`src/hdl/ceau_pkg.sv`:
```
// Package of constants and types for the effective address unit
package ceau_pkg;
  // Prebyte codes
  localparam logic [7:0] PRE_Y_SELECT = 8'h90;
  localparam logic [7:0] PRE_IND_Y = 8'h91;
  localparam logic [7:0] PRE_IND_SELECT = 8'h92;
  // Reset values
  localparam logic [15:0] ADDR_RST = 16'h0000;
  localparam logic [7:0] BYTE_RST = 8'h00;
  localparam logic [7:0] ZERO_PAGE_HI = 8'h00;
  // Base addressing modes as presented with the opcode
  typedef enum logic [3:0] {
    CEAU_INH = 4'h0,
    CEAU_IMM = 4'h1,
    CEAU_DIR_S = 4'h2,
    CEAU_DIR_L = 4'h3,
    CEAU_IDX_0 = 4'h4,
    CEAU_IDX_S = 4'h5,
    CEAU_IDX_L = 4'h6,
    CEAU_REL = 4'h7,
    CEAU_BIT_DIR = 4'h8,
    CEAU_BIT_REL = 4'h9
  } ceau_mode_t;
  // Sequencer states
  typedef enum logic [2:0] {
    CEAU_IDLE = 3'h0,
    CEAU_OPND_HI = 3'h1,
    CEAU_OPND_LO = 3'h2,
    CEAU_PTR_HI = 3'h3,
    CEAU_PTR_LO = 3'h4,
    CEAU_DONE = 3'h5
  } ceau_state_t;
endpackage : ceau_pkg

```
`src/hdl/ceau_adder.sv`:
```
// Unsigned index adder and signed relative adder for the address unit
`timescale 1ns/1ps
`default_nettype none
module ceau_adder (
  input wire logic [15:0] base,
  input wire logic [7:0] index,
  input wire logic use_index,
  input wire logic [15:0] pc,
  input wire logic [7:0] rel_off,
  output logic [15:0] idx_sum,
  output logic [15:0] rel_sum
);
  // Index sum is unsigned; a byte base plus byte index reaches 1FE
  assign idx_sum = base + (use_index ? {8'h00, index} : 16'h0000);
  // Relative offset is sign extended before adding to the PC
  assign rel_sum = pc + {{8{rel_off[7]}}, rel_off};
endmodule : ceau_adder
`default_nettype wire

```
`src/hdl/ceau_unit.sv`:
```
// Effective address sequencer: decodes modes and fetches operand bytes
//
// Summary of operation
// - Inherent opcodes fetch no operand bytes unless an indirect prebyte is given; then they fetch one byte.
// - Immediate fetches one byte and returns it as the operand value.
// - Short direct fetches one address byte; upper address byte is zero.
// - Long direct fetches a two-byte address anywhere in 64 Kbyte.
// - Indexed address is unsigned sum of X or Y and the offset.
// - Indexed without offset fetches nothing; uses index alone in page zero.
// - Short indexed adds one offset byte to index, reaching up to 1FE.
// - Long indexed adds the index to a two-byte offset.
// - Indirect modes read a pointer in memory, then use it as address.
// - One byte gives pointer location in page zero; byte or word pointer.
// - Short indirect result stays in page zero.
// - Indirect indexed adds X or Y to the pointer value, unsigned.
// - Short variants reach up to 1FE; long variants the full space.
// - Read-modify-write instructions accept only short addressing variants.
// - Relative target is PC plus signed 8-bit offset, direct or from memory.
// - Y-select prebyte swaps X for Y in immediate, direct, indexed, inherent.
// - Indirect-select prebyte turns direct forms and X-indexed into indirect.
// - Indirect-Y prebyte turns X indirect indexed into Y indirect indexed.
`timescale 1ns/1ps
`default_nettype none
module ceau_unit (
  input wire logic MCLK,
  input wire logic RST_B,
  input wire logic CE,
  input wire logic START,
  input wire logic [7:0] PREBYTE,
  input wire logic PREBYTE_VALID,
  input wire logic [3:0] MODE,
  input wire logic RMW,
  input wire logic [7:0] X_REG,
  input wire logic [7:0] Y_REG,
  input wire logic [15:0] PC,
  output logic BUSY,
  output logic [15:0] MEM_ADDR,
  output logic MEM_RD,
  input wire logic [7:0] MEM_DATA,
  output logic DONE,
  output logic [15:0] EA,
  output logic [7:0] IMM_VALUE,
  output logic IS_IMM,
  output logic IS_INH,
  output logic USE_Y,
  output logic ILLEGAL,
  output logic [1:0] OPND_LEN
);
  // ==========================================================
  // Decode
  // Registers captured at START and filled by the byte fetches
  ceau_pkg::ceau_state_t state_ff, nxt_state;
  ceau_pkg::ceau_mode_t mode_ff;
  logic ind_ff, use_y_ff, long_ff, idx_ff, rel_ff, ill_ff;
  logic [15:0] pc_ff, fetch_ff, ea_ff;
  logic [7:0] hi_ff, imm_ff, index_ff;
  logic done_ff, imm_flag_ff, inh_flag_ff;
  logic [1:0] len_ff;
  logic [15:0] idx_sum, rel_sum, adder_base;
  logic [7:0] rel_off;

  // Operand bytes after the opcode; indirect forms carry one pointer-location byte
  function automatic logic [1:0] opnd_bytes(input ceau_pkg::ceau_mode_t m, input logic ind);
    if (ind) begin
      opnd_bytes = 2'h1;
    end else begin
      case (m)
        ceau_pkg::CEAU_INH, ceau_pkg::CEAU_IDX_0: opnd_bytes = 2'h0;
        ceau_pkg::CEAU_DIR_L, ceau_pkg::CEAU_IDX_L: opnd_bytes = 2'h2;
        // Bit address plus branch offset; only the bit address is decoded here
        ceau_pkg::CEAU_BIT_REL: opnd_bytes = 2'h2;
        default: opnd_bytes = 2'h1;
      endcase
    end
  endfunction : opnd_bytes

  // Address of the second byte of a word; wraps at the top of the space
  function automatic logic [15:0] next_addr(input logic [15:0] a);
    next_addr = a + 16'h0001;
  endfunction : next_addr

  // Word from two fetched bytes; a byte-wide value lands in page zero
  function automatic logic [15:0] join_bytes(input logic word, input logic [7:0] hi,
      input logic [7:0] lo);
    join_bytes = word ? {hi, lo} : {ceau_pkg::ZERO_PAGE_HI, lo};
  endfunction : join_bytes

  // Long form test; shared by decode and the read-modify-write check
  function automatic logic is_long(input ceau_pkg::ceau_mode_t m);
    is_long = (m == ceau_pkg::CEAU_DIR_L) || (m == ceau_pkg::CEAU_IDX_L);
  endfunction : is_long

  ceau_pkg::ceau_mode_t mode_in;
  logic pre_y, pre_ind, pre_iy, pre_any_ind;
  assign mode_in = ceau_pkg::ceau_mode_t'(MODE);
  assign pre_y = PREBYTE_VALID && (PREBYTE == ceau_pkg::PRE_Y_SELECT);
  assign pre_ind = PREBYTE_VALID && (PREBYTE == ceau_pkg::PRE_IND_SELECT);
  assign pre_iy = PREBYTE_VALID && (PREBYTE == ceau_pkg::PRE_IND_Y);
  // Either indirect prebyte sends all but inherent and immediate modes through a pointer read
  assign pre_any_ind = pre_ind || pre_iy;

  // ==========================================================
  // Shared adder
  // No-offset indexed adds nothing; its indirect form adds the pointer instead
  assign adder_base = (mode_ff == ceau_pkg::CEAU_IDX_0 && !ind_ff) ? 16'h0000 : fetch_ff;
  assign rel_off = fetch_ff[7:0];
  ceau_adder u_adder (
    .base(adder_base),
    .index(index_ff),
    .use_index(idx_ff),
    .pc(pc_ff),
    .rel_off(rel_off),
    .idx_sum(idx_sum),
    .rel_sum(rel_sum)
  );

  // ==========================================================
  // Sequencer next state
  always_comb begin
    nxt_state = state_ff;
    case (state_ff)
      ceau_pkg::CEAU_IDLE: begin
        // A START while busy never reaches here; the caller waits for BUSY low
        if (START) begin
          // inherent and no-offset indexed without an indirect prebyte go straight to done
          if (opnd_bytes(mode_in, pre_any_ind) == 2'h0)
            nxt_state = ceau_pkg::CEAU_DONE;
          // long direct and long indexed operands start at the high byte
          else if (is_long(mode_in) && !pre_any_ind)
            nxt_state = ceau_pkg::CEAU_OPND_HI;
          else
            nxt_state = ceau_pkg::CEAU_OPND_LO;
        end
      end
      ceau_pkg::CEAU_OPND_HI: nxt_state = ceau_pkg::CEAU_OPND_LO;
      ceau_pkg::CEAU_OPND_LO: begin
        // indirect modes go on to read the pointer
        if (ind_ff)
          nxt_state = long_ff ? ceau_pkg::CEAU_PTR_HI : ceau_pkg::CEAU_PTR_LO;
        else
          nxt_state = ceau_pkg::CEAU_DONE;
      end
      ceau_pkg::CEAU_PTR_HI: nxt_state = ceau_pkg::CEAU_PTR_LO;
      ceau_pkg::CEAU_PTR_LO: nxt_state = ceau_pkg::CEAU_DONE;
      ceau_pkg::CEAU_DONE: nxt_state = ceau_pkg::CEAU_IDLE;
      default: nxt_state = ceau_pkg::CEAU_IDLE;
    endcase
  end

  // State register
  // A low enable parks it mid-fetch; the memory must keep its byte meanwhile
  always_ff @(posedge MCLK) begin
    if (!RST_B)
      state_ff <= ceau_pkg::CEAU_IDLE;
    else if (CE)
      state_ff <= nxt_state;
  end

  // ==========================================================
  // Capture of mode, prebyte effects, index and PC at start
  always_ff @(posedge MCLK) begin
    if (!RST_B) begin
      mode_ff <= ceau_pkg::CEAU_INH;
      ind_ff <= 1'b0;
      use_y_ff <= 1'b0;
      long_ff <= 1'b0;
      idx_ff <= 1'b0;
      rel_ff <= 1'b0;
      ill_ff <= 1'b0;
      index_ff <= ceau_pkg::BYTE_RST;
      pc_ff <= ceau_pkg::ADDR_RST;
      len_ff <= 2'h0;
    end else if (CE && state_ff == ceau_pkg::CEAU_IDLE && START) begin
      mode_ff <= mode_in;
      // direct, bit and relative forms become indirect; long stays word pointer
      ind_ff <= pre_any_ind && (mode_in != ceau_pkg::CEAU_INH)
                && (mode_in != ceau_pkg::CEAU_IMM);
      long_ff <= is_long(mode_in);
      // indexed modes select an index register
      idx_ff <= (mode_in == ceau_pkg::CEAU_IDX_0) || (mode_in == ceau_pkg::CEAU_IDX_S)
                || (mode_in == ceau_pkg::CEAU_IDX_L);
      rel_ff <= (mode_in == ceau_pkg::CEAU_REL);
      // Y prebyte or indirect-Y prebyte picks the Y register
      use_y_ff <= pre_y || pre_iy;
      // Index sampled here, so later changes to X or Y cannot move the address
      index_ff <= (pre_y || pre_iy) ? Y_REG : X_REG;
      pc_ff <= PC;
      // Flagged rather than blocked, so the core decides how to trap it
      // read-modify-write allows short forms only
      ill_ff <= RMW && is_long(mode_in);
      // indirect forms carry a single pointer-location byte
      len_ff <= opnd_bytes(mode_in, pre_any_ind);
    end
  end

  // ==========================================================
  // Byte fetches; fetch_ff holds address, offset or pointer
  always_ff @(posedge MCLK) begin
    if (!RST_B) begin
      fetch_ff <= ceau_pkg::ADDR_RST;
      hi_ff <= ceau_pkg::BYTE_RST;
      imm_ff <= ceau_pkg::BYTE_RST;
    end else if (CE) begin
      case (state_ff)
        // Cleared on idle so a no-offset index never adds a stale value
        ceau_pkg::CEAU_IDLE: fetch_ff <= ceau_pkg::ADDR_RST;
        // first byte is the high-order byte
        ceau_pkg::CEAU_OPND_HI: hi_ff <= MEM_DATA;
        ceau_pkg::CEAU_OPND_LO: begin
          // short forms keep upper byte zero
          fetch_ff <= join_bytes(long_ff && !ind_ff, hi_ff, MEM_DATA);
          // immediate byte is the value itself
          imm_ff <= MEM_DATA;
        end
        ceau_pkg::CEAU_PTR_HI: hi_ff <= MEM_DATA;
        ceau_pkg::CEAU_PTR_LO: begin
          // byte pointer lands in page zero
          fetch_ff <= join_bytes(long_ff, hi_ff, MEM_DATA);
        end
        default: fetch_ff <= fetch_ff;
      endcase
    end
  end

  // ==========================================================
  // Memory address for each fetch; operand bytes follow the opcode
  // Reads only in fetch states; the bus is free in every other cycle
  always_comb begin
    MEM_RD = 1'b0;
    MEM_ADDR = ceau_pkg::ADDR_RST;
    case (state_ff)
      ceau_pkg::CEAU_OPND_HI: begin
        MEM_RD = 1'b1;
        MEM_ADDR = pc_ff;
      end
      ceau_pkg::CEAU_OPND_LO: begin
        MEM_RD = 1'b1;
        MEM_ADDR = (long_ff && !ind_ff) ? next_addr(pc_ff) : pc_ff;
      end
      // pointer sits in page zero at the fetched location
      ceau_pkg::CEAU_PTR_HI: begin
        MEM_RD = 1'b1;
        MEM_ADDR = fetch_ff;
      end
      ceau_pkg::CEAU_PTR_LO: begin
        MEM_RD = 1'b1;
        MEM_ADDR = long_ff ? next_addr(fetch_ff) : fetch_ff;
      end
      default: begin
        MEM_RD = 1'b0;
        MEM_ADDR = ceau_pkg::ADDR_RST;
      end
    endcase
  end

  // ==========================================================
  // Result registers; EA and the flags stand until the next request, DONE pulses for one cycle
  always_ff @(posedge MCLK) begin
    if (!RST_B) begin
      ea_ff <= ceau_pkg::ADDR_RST;
      done_ff <= 1'b0;
      imm_flag_ff <= 1'b0;
      inh_flag_ff <= 1'b0;
    end else if (CE) begin
      done_ff <= (state_ff == ceau_pkg::CEAU_DONE);
      if (state_ff == ceau_pkg::CEAU_DONE) begin
        imm_flag_ff <= (mode_ff == ceau_pkg::CEAU_IMM);
        inh_flag_ff <= (mode_ff == ceau_pkg::CEAU_INH);
        // Relative wins; no relative opcode selects an index register
        // relative target from direct or memory-held offset
        if (rel_ff)
          ea_ff <= rel_sum;
        // index added unsigned to offset or pointer
        else if (idx_ff)
          ea_ff <= idx_sum;
        // short forms stay in page zero through zero upper byte
        else
          ea_ff <= fetch_ff;
      end
    end
  end

  // ==========================================================
  // Outputs; BUSY decodes the state, results and other flags come straight from flip-flops
  assign BUSY = (state_ff != ceau_pkg::CEAU_IDLE);
  assign DONE = done_ff;
  assign EA = ea_ff;
  assign IMM_VALUE = imm_ff;
  assign IS_IMM = imm_flag_ff;
  assign IS_INH = inh_flag_ff;
  assign USE_Y = use_y_ff;
  assign ILLEGAL = ill_ff;
  assign OPND_LEN = len_ff;
endmodule : ceau_unit
`default_nettype wire

```
`config.mk`:
```
export PLATFORM = sky130hd
export DESIGN_NAME = ceau_unit
export DESIGN_NICKNAME = d
export VERILOG_FILES = /design/src/hdl/ceau_pkg.sv /design/src/hdl/ceau_adder.sv /design/src/hdl/ceau_unit.sv
export SDC_FILE = /design/constraint.sdc
export NUM_CORES = 1
export LEC_CHECK = 0
export ABC_AREA = 0
export BUFFER_PORTS_ARGS = -buffer_cell sky130_fd_sc_hd__buf_2
export CAP_MARGIN = 15
export CORE_ASPECT_RATIO = 1.2
export CORE_MARGIN = 4
export CORE_UTILIZATION = 25
export CTS_CLUSTER_DIAMETER = 60
export DETAILED_ROUTE_END_ITERATION = 8
export GPL_ROUTABILITY_DRIVEN = 0
export HOLD_SLACK_MARGIN = 0.03
export PLACE_DENSITY_LB_ADDON = 0.05
export SLEW_MARGIN = 25
export SYNTH_ARGS = -nofsm -noshare
export SYNTH_HDL_FRONTEND = slang
export SYNTH_SLANG_ARGS = --single-unit
export TNS_END_PERCENT = 20
```
`constraint.sdc`:
```
create_clock -name MCLK -period 3.01 [get_ports MCLK]
set_clock_uncertainty 0.1 [all_clocks]
set_input_delay 0.301 -clock MCLK [delete_from_list [all_inputs] [get_ports MCLK]]
set_output_delay 0.301 -clock MCLK [all_outputs]
set_load 0.005 [all_outputs]
```
Yosys cells after proc, flatten, opt, wreduce, memory -nomap -nowiden
Index checks and enable logic that the tools add are counted.
- register bits after elaboration: 90
- logic and storage cells: 96
- bits of input ports: 58
- output and inout bits: 49
- $add $sub $neg: 4
- mux-type cells: 22
- equal/unequal tests: 18
- reductions and logical operators: 34
- operators by type and width (operator ; count):
    16-bit two-way mux ; 7
    16-bit case mux with 4 select lines ; 1
    16-bit case mux with 3 select lines ; 1
    16-bit by 1-bit adder with 16-bit output, second input constant ; 2
    16-bit adder ; 2
    8-bit equality test, second input constant ; 3
    4-bit by 3-bit equality test with 1-bit output, second input constant ; 5
    8-bit two-way mux ; 2
    3-bit case mux with 5 select lines ; 1
    3-bit two-way mux ; 4
    1-bit logical AND ; 11
    2-bit AND reduction ; 5
    4-bit zero test ; 2
    2-bit two-way mux ; 4
    3-bit by 2-bit equality test with 1-bit output, second input constant ; 2
    3-bit equality test, second input constant ; 2
    3-bit nonzero test ; 2
    1-bit logical OR ; 5
    4-bit by 1-bit equality test with 1-bit output, second input constant ; 1
    4-bit by 2-bit equality test with 1-bit output, second input constant ; 1
    4-bit equality test, second input constant ; 1
    4-bit by 1-bit != test with 1-bit output, second input constant ; 1
    2-bit case mux with 2 select lines ; 1
    4-bit nonzero test ; 1
    other kinds (9) ; 11

Logic depth before layout (Yosys ltp)
Gate-level depths: netlist (run 1).
- word-level depth: 10
- depth in mapped cells: 13

Hierarchy
Synthesis (run 1) repeated with hierarchy kept, for this count alone.
- cells, all modules: 821
- area, all modules: 6393.6 um^2
- modules (own cells, without submodules) (module ; cells an instance ; area an instance (um^2) ; times used ; sequential area each (um^2)):
    ceau_unit ; 653 ; 5134.9 ; 1 ; 1801.7
    ceau_adder ; 168 ; 1258.7 ; 1 ; 0.0

Least setup slack after synthesis (run 1)
No wires, ideal clock.
- kind: register to register
- start: register idx_ff
- end: register ea_ff[13] (netlist: EA[13])
- slack: 0.029 ns
- buffers on the path: 3
- library setup time: 0.074 ns
- period minus slack after synthesis: 2.981 ns
- stages on the path, launching flop included: 13
- arrival time: 2.807 ns
- path through: dfxtp_1 clkbuf_1 buf_1 clkbuf_1 and2_1 ha_1 a21o_1 nand4_1 nand3_1 a221oi_2 o21ai_0 a221o_1 a31oi_1
- cells in the longest elaborated chain, start to end: 4
- RTL lines (item ; RTL line ; text):
    start, declared ; ceau_unit.sv:54 ; logic ind_ff, use_y_ff, long_ff, idx_ff, rel_ff, ill_ff;
    start signal, assigned ; ceau_unit.sv:180 ; idx_ff <= (mode_in == ceau_pkg::CEAU_IDX_0) || (mode_in == ceau_pkg::CEAU_IDX_S)
    8-bit two-way mux ; ceau_adder.sv:14 ; assign idx_sum = base + (use_index ? {8'h00, index} : 16'h0000);
    16-bit adder ; ceau_adder.sv:14 ;
    16-bit two-way mux * ; ceau_unit.sv:274 ; else if (idx_ff)
    16-bit two-way mux * ; ceau_unit.sv:271 ; if (rel_ff)
    end signal, assigned ; ceau_unit.sv:272 ; ea_ff <= rel_sum;
    end signal, assigned ; ceau_unit.sv:275 ; ea_ff <= idx_sum;
    end signal, assigned ; ceau_unit.sv:278 ; ea_ff <= fetch_ff;
    end, declared ; ceau_unit.sv:55 ; logic [15:0] pc_ff, fetch_ff, ea_ff;
Every way passes the cells marked *; elsewhere a longest branch is shown, timed or not.
A chain may end at the register's enable or synchronous reset.

Final worst setup path (run 1)
- start: register pc_ff[5]
- end: output MEM_ADDR[15]
- cells in the longest elaborated chain, start to end: 3
- RTL lines (item ; RTL line ; text):
    start, declared ; ceau_unit.sv:55 ;
    start signal, assigned ; ceau_unit.sv:171 ; pc_ff <= ceau_pkg::ADDR_RST;
    16-bit by 1-bit adder with 16-bit output ; ceau_unit.sv:79 ; next_addr = a + 16'h0001;
    16-bit two-way mux ; ceau_unit.sv:238 ; MEM_ADDR = (long_ff && !ind_ff) ? next_addr(pc_ff) : pc_ff;
    16-bit case mux with 4 select lines ; ceau_unit.sv:231 ; case (state_ff)
    end, declared ; ceau_unit.sv:37 ; output logic [15:0] MEM_ADDR,
No other way between the ends.

==> flow_metrics.tcl, run 1 <==
set metrics [dict create \
    critPathKind "flip-flop to output port" \
    grt_first_pass_wirelength_mm 35.2 \
    placeableCoreArea_mm2 0.0241 \
    area_growth_pct 22.7 \
    ys_seq_elements 90 \
    ioPinCount 107 \
    die_y_um 180 \
    crit_path_max_fanout 5 \
    crit_start "pc_ff[5]" \
    design_area_mm2 0.00757 \
    syn-num-nets 873 \
    routed_wl_mm 22.3 \
    synthCells 788 \
    clk_path_buf_depth 2 \
    drc 0 \
    grt_pass1_vias 6066 \
    rsz0062_at_grt "yes" \
    grt-ovfl-total 0 \
    stdcell_count 1215 \
    dieArea_mm2 0.0273 \
    ant_nets 0 \
    diodes 0 \
    initial_utilization_pct 25.6 \
    layout-drive-gt1-share_pct 20.6 \
    p_per_area_mw_per_mm2 402 \
    finalHoldViolCount 0 \
    power_mw 3.04 \
    layout_common_cells "nand2_1, buf_2, dfxtp_1" \
    tightest_slew_ps 694 \
    relSlewSlack_pct 53.6 \
    clock_latency_ps 350 \
    p_leak_nw 3.09 \
    cts_htree_levels 3 \
    irDropWorstVdd_uv 233 \
    via_count 6026 \
    setup_viol 0 \
    placed_area_mm2 0.00719 \
    fin_hold_ws_ps 97.8 \
    outcome "finished clean" \
    clock_sinks 90 \
    portBuffers 106 \
    cts_tree "built" \
    fin_setup_tns_ps 0 \
    grt_antenna_before_repair 0 \
    num_rows 62 \
    syn-cell-area_mm2 0.00617 \
    avgSynthCellArea_um2 7.83 \
    worstSetupEndpointType "output port" \
    drt_iter0_drc 261 \
    synthFlopType "dfxtp_1" \
    hpwl_mm 17.2 \
    root_buffer "clkbuf_16" \
    period_share_pct 95.5 \
    seq_area_frac_synth_pct 29.2 \
    clk_pin_slew_ps 80 \
    yosysWarnings 0 \
    r2r_start "mode_ff[0]" \
    hp-start "PC[10]" \
    max_freq_mhz 348 \
    critPathLaunchType "flip-flop" \
    synth_edf_count 0 \
    hp-class "input port to flip-flop" \
    crit_required_ps 2610 \
    firstDrtPassIters 5 \
    cp.arrival_ps 2470 \
    avgViaCountPerCell 4.96 \
    nNetsFinal 976 \
    maxCapViolCount 0 \
    die_x_um 151 \
    async_flop_share_pct 0 \
    grt_use_total_pct 16.4 \
    min_period_ps 2880 \
    layout_commonest_cell "nand2_1" \
    wl_per_cell_um 18.3 \
    grt_max_degree 71 \
    synth.distinct_cells 66 \
    slew_viol_final 0 \
    cts_made_buffers 9 \
    dp.cells 1197 \
]
[power by group]
group	switching, mW	internal (mW)	total, mW
sequential	0.0557	1.23	1.29
combinational	0.282	0.190	0.472
clock	0.545	0.737	1.28
[routing by layer]
metal  global-route usage [%]  routed length, µm  up-vias
met5                        0                  0        -
met4                     5.52                654        0
met2                     26.3              10300      131
li1                         -                  -     3033
met3                     2.31                744       29
met1                     22.6              10500     2833
[metrics by stage]
stage,util (%),setup slack (ps)
6_report,31.4,134
5_1_grt,31.4,-10.1
4_1_cts,31.2,37.0
3_5_place_dp,29.8,138
3_3_place_gp,29.8,161
2_1_floorplan,-,29.1
[cells in the mapped netlist, drive strengths merged, types with 5 or more instances]
library cell / instances / area share (%)
and2: 9 / 0.91
o211ai: 5 / 0.61
inv: 10 / 0.61
o21a: 5 / 0.61
a21oi: 39 / 3.2
o21ai: 35 / 2.8
xor2: 27 / 3.8
a21o: 7 / 0.85
o22ai: 8 / 0.81
nor2b: 34 / 3.4
a211oi: 8 / 0.97
mux2i: 22 / 3.6
xnor2: 25 / 3.5
dfxtp: 90 / 29
o211a: 10 / 1.6
o221ai: 9 / 1.3
or3: 6 / 0.85
buf: 10 / 0.71
nand2b: 13 / 1.3
nand3: 32 / 2.7
nand2: 131 / 8.0
a21boi: 46 / 5.6
nor2: 36 / 2.4
and3: 9 / 0.91
ha: 25 / 5.1
nand4: 10 / 1.0
nor3: 7 / 0.57
clkbuf: 46 / 2.8
a22oi: 26 / 3.2
[cell families after synthesis]
| kind of cell | after synthesis | synth area share [%] |
|---|---|---|
| AOI/OAI and AO/OA | 222 | 24.9 |
| and+or+nand+nor | 306 | 24.6 |
| adders and majority gates | 27 | 5.72 |
| DFF | 90 | 29.2 |
| buffers and inverters | 66 | 4.11 |
| xor gates and xnor gates | 52 | 7.38 |
| muxes | 25 | 4.11 |
[final cells by class]
type | instances | area [µm²]
Clock buffer | 9 | 225
Sequential cell | 90 | 1810
Timing Repair Buffer | 148 | 858
Clock inverter | 6 | 96.3
Inverter | 10 | 37.5
Multi-Input combinational cell | 632 | 4150
Tap cell | 320 | 400
Fill cell | 2647 | 16600
[worst max-delay path: stages (launching register included)]
cell and delay, ps:
dfxtp_2 410, nand3_2 150, or3_4 370, or3_4 410
nor2_2 130, xor2_1 210, a22oi_1 120, o22ai_1 180
buf_2 150
[worst paths after layout]
path,to,slack (ps),cells after the start
worst max-delay path,MEM_ADDR[15],130,8
worst min-delay path,pc_ff[10],100,3
worst max register to register,EA[12],190,12
worst min register to register,EA[3],360,2
[state kept, by name (all words and copies together) (netlist names), 2 cells and up]
register and count:
EA 16, fetch_ff 16, pc_ff 16, IMM_VALUE 8
hi_ff 8, index_ff 8, mode_ff 4, state_ff 3
OPND_LEN 2
[repair_timing]
action | in CTS | in global routing
hold buffers | 0 | 0
resized for setup | 1 | 9
pin swaps | 0 | 2
setup endpoints to repair | 2 | 9
setup buffers | 0 | 3
Note: power is estimated with default switching activity, not from simulation.
==> inputs of run 2 (changes only) <==
Settings changed: ABC_AREA 0 to 1.
==> run 2 against run 1 <==
Via count grew 10%. Synthesized cell count grew 23%. Routed wire length grew 7.2%. Highest routed layer unchanged. Non-clock buffer count shrank 18. Fmax grew 5.2%. Largest power group unchanged. Critical path type is now flip-flop to flip-flop. Critical path depth grew 10. Final area shrank 1.2%. Total power grew 6.1%. Sequential power grew 3%. Count of clock-buffer cells in the layout grew 1.
==> flow_metrics.tcl, run 2 <==
set metrics [dict create \
    seq_area_frac_synth_pct 29.0 \
    clockPowerShare_pct 39.2 \
    p_per_area_mw_per_mm2 432 \
    worstSetupEndpointType "flip-flop" \
    via_count 6628 \
    layout-drive-gt1-share_pct 16.7 \
    yosysWarnings 0 \
    grt_use_total_pct 17.3 \
    rsz0062_at_grt "yes" \
    die_y_um 181 \
    finalHoldViolCount 0 \
    cts_htree_levels 3 \
    synth_top_cell_by_area "dfxtp_1" \
    initial_utilization_pct 25.7 \
    synth_most_common_cell "nand2_1" \
    fill_cells 2808 \
    tightest_slew_ps 659 \
    period_share_pct 90.8 \
    reg2reg_setup_slack_ps 280 \
    portBuffers 106 \
    ioPinCount 107 \
    hp-class "input port to flip-flop" \
    synth_commonest_cells "nand2_1, inv_1, a21oi_1" \
    synthFlopType "dfxtp_1" \
    critPathKind "flip-flop to flip-flop" \
    crit_end "EA[14]" \
    avgViaCountPerCell 4.74 \
    p_leak_nw 3.43 \
    hpwl_mm 18.9 \
    r2r_end "EA[14]" \
    synthCells 970 \
    netSwitchingPower_mw 1.08 \
    num_rows 62 \
    irDropWorstVdd_uv 249 \
    clock_sinks 90 \
    drt_iter0_drc 367 \
    ys_seq_elements 90 \
    internal-power_mw 2.15 \
    die_x_um 152 \
    routed_wl_mm 23.9 \
    hold_buffers 0 \
    reg2regPathDepth 18 \
    r2r_start "mode_ff[0]" \
    dieArea_mm2 0.0275 \
    max_freq_mhz 366 \
    clock_latency_ps 360 \
    area_growth_pct 20.3 \
    root_buffer "clkbuf_16" \
    nNetsFinal 1158 \
    power_mw 3.23 \
    critPathLaunchType "flip-flop" \
    slew_viol_final 0 \
    synth_edf_count 0 \
    pre_cts_slack_ps 257 \
    power.share.sequential_pct 41.2 \
    crit_start "mode_ff[0]" \
    layout_commonest_cell "nand2_1" \
    syn-num-nets 1055 \
    grt-ovfl-total 0 \
    relSlewSlack_pct 56.0 \
    clk_path_buf_depth 2 \
    fin_hold_ws_ps 73.1 \
    cp.arrival_ps 2890 \
    ant_nets 0 \
    outcome "finished clean" \
    power_frac_comb_pct 19.6 \
    yosysTopAreaCellShare_pct 29.0 \
    synth.distinct_cells 46 \
    async_flop_share_pct 0 \
    postCtsSetupBuffers 0 \
    grt_antenna_before_repair 0 \
    grt_max_degree 52 \
    syn-cell-area_mm2 0.00621 \
    setup_viol 0 \
    crit_required_ps 3170 \
    fin_ws_ps 277 \
    min_period_ps 2730 \
    p_sw_share_pct 33.5 \
    diodes 0 \
    cts_tree "built" \
    final_util_pct 30.9 \
    crit_path_max_fanout 9 \
    grt_pass1_vias 6525 \
    layout_common_cells "nand2_1, inv_1, a21oi_1" \
    firstDrtPassIters 4 \
    cts_made_buffers 9 \
    drc 0 \
    wl_per_cell_um 17.1 \
    avgSynthCellArea_um2 6.41 \
    ys_top_cells_by_area "dfxtp_1, nand2_1, a21oi_1" \
    cts_resized 1 \
    placeableCoreArea_mm2 0.0242 \
    grt_first_pass_wirelength_mm 38.0 \
    clk_pin_slew_ps 70 \
    maxCapViolCount 0 \
]
-- run 2: metrics by stage --
step / TNS [ps] / instance area (µm²) / instances
3_3_place_gp: 0 / 7160 / 1382
2_1_floorplan: 0 / 6210 / 970
5_1_grt: -33.7 / 7480 / 1398
4_1_cts: 0 / 7470 / 1398
6_report: 0 / 7480 / 1398
3_5_place_dp: 0 / 7160 / 1382
-- run 2: worst min path at each step --
stage,cells after the start,startpoint,end,slack (ps)
6_report,3,PC[15],pc_ff[15],70
5_1_grt,3,PC[15],pc_ff[15],70
4_1_cts,3,PC[15],pc_ff[15],60
3_5_place_dp,2,hi_ff[6],hi_ff[6],340
3_3_place_gp,2,hi_ff[4],hi_ff[4],330
2_1_floorplan,2,hi_ff[0],hi_ff[0],320
-- run 2: metal layers --
metal	wire length, µm	global-route usage [%]
met2	11600	29.4
met4	481	5.50
met1	11100	22.8
met5	0	0
met3	711	2.06
-- run 2: layout make-up --
cell class | instances | area, µm² | area share (%)
clock inverters | 6 | 77.6 | 1.04
repair buffers | 130 | 711 | 9.50
clock buffers | 10 | 239 | 3.20
inverters | 116 | 438 | 5.86
well taps | 320 | 400 | 5.35
multi-input cells | 726 | 3810 | 50.9
flip-flops and latches | 90 | 1800 | 24.1
-- run 2: power groups by stage --
stage	sequential (mW)	clock, mW	combinational, mW
2_1_floorplan	1.33	0	0.423
3_3_place_gp	1.36	0	0.647
5_1_grt	1.34	1.34	0.725
6_report	1.33	1.27	0.634
4_1_cts	1.33	1.30	0.646
3_5_place_dp	1.36	0	0.644
-- run 2: logic make-up after synthesis --
logic type	synth area share, %
XOR/XNOR	1.83
AO/OA/AOI/OAI	22.9
AND/OR/NAND/NOR	30.9
adder cells (fa/ha/maj)	5.68
buffers and inverters	9.74
flip-flops	29.0
-- run 2: worst max-delay path: stages, from the launching register on --
cell and delay, ps:
dfxtp_1 330, nor2_1 180, nand3_2 210, inv_4 160
nor2_1 60, ha_1 200, fa_1 400, nand3_1 100
nand3_1 130, nand2_1 90, nand3_1 130, nand2_1 120
nor2_2 60, nand2_1 70, nand2_1 50, nand3_1 70
nand3_1 80, nand2_1 60, inv_1 30
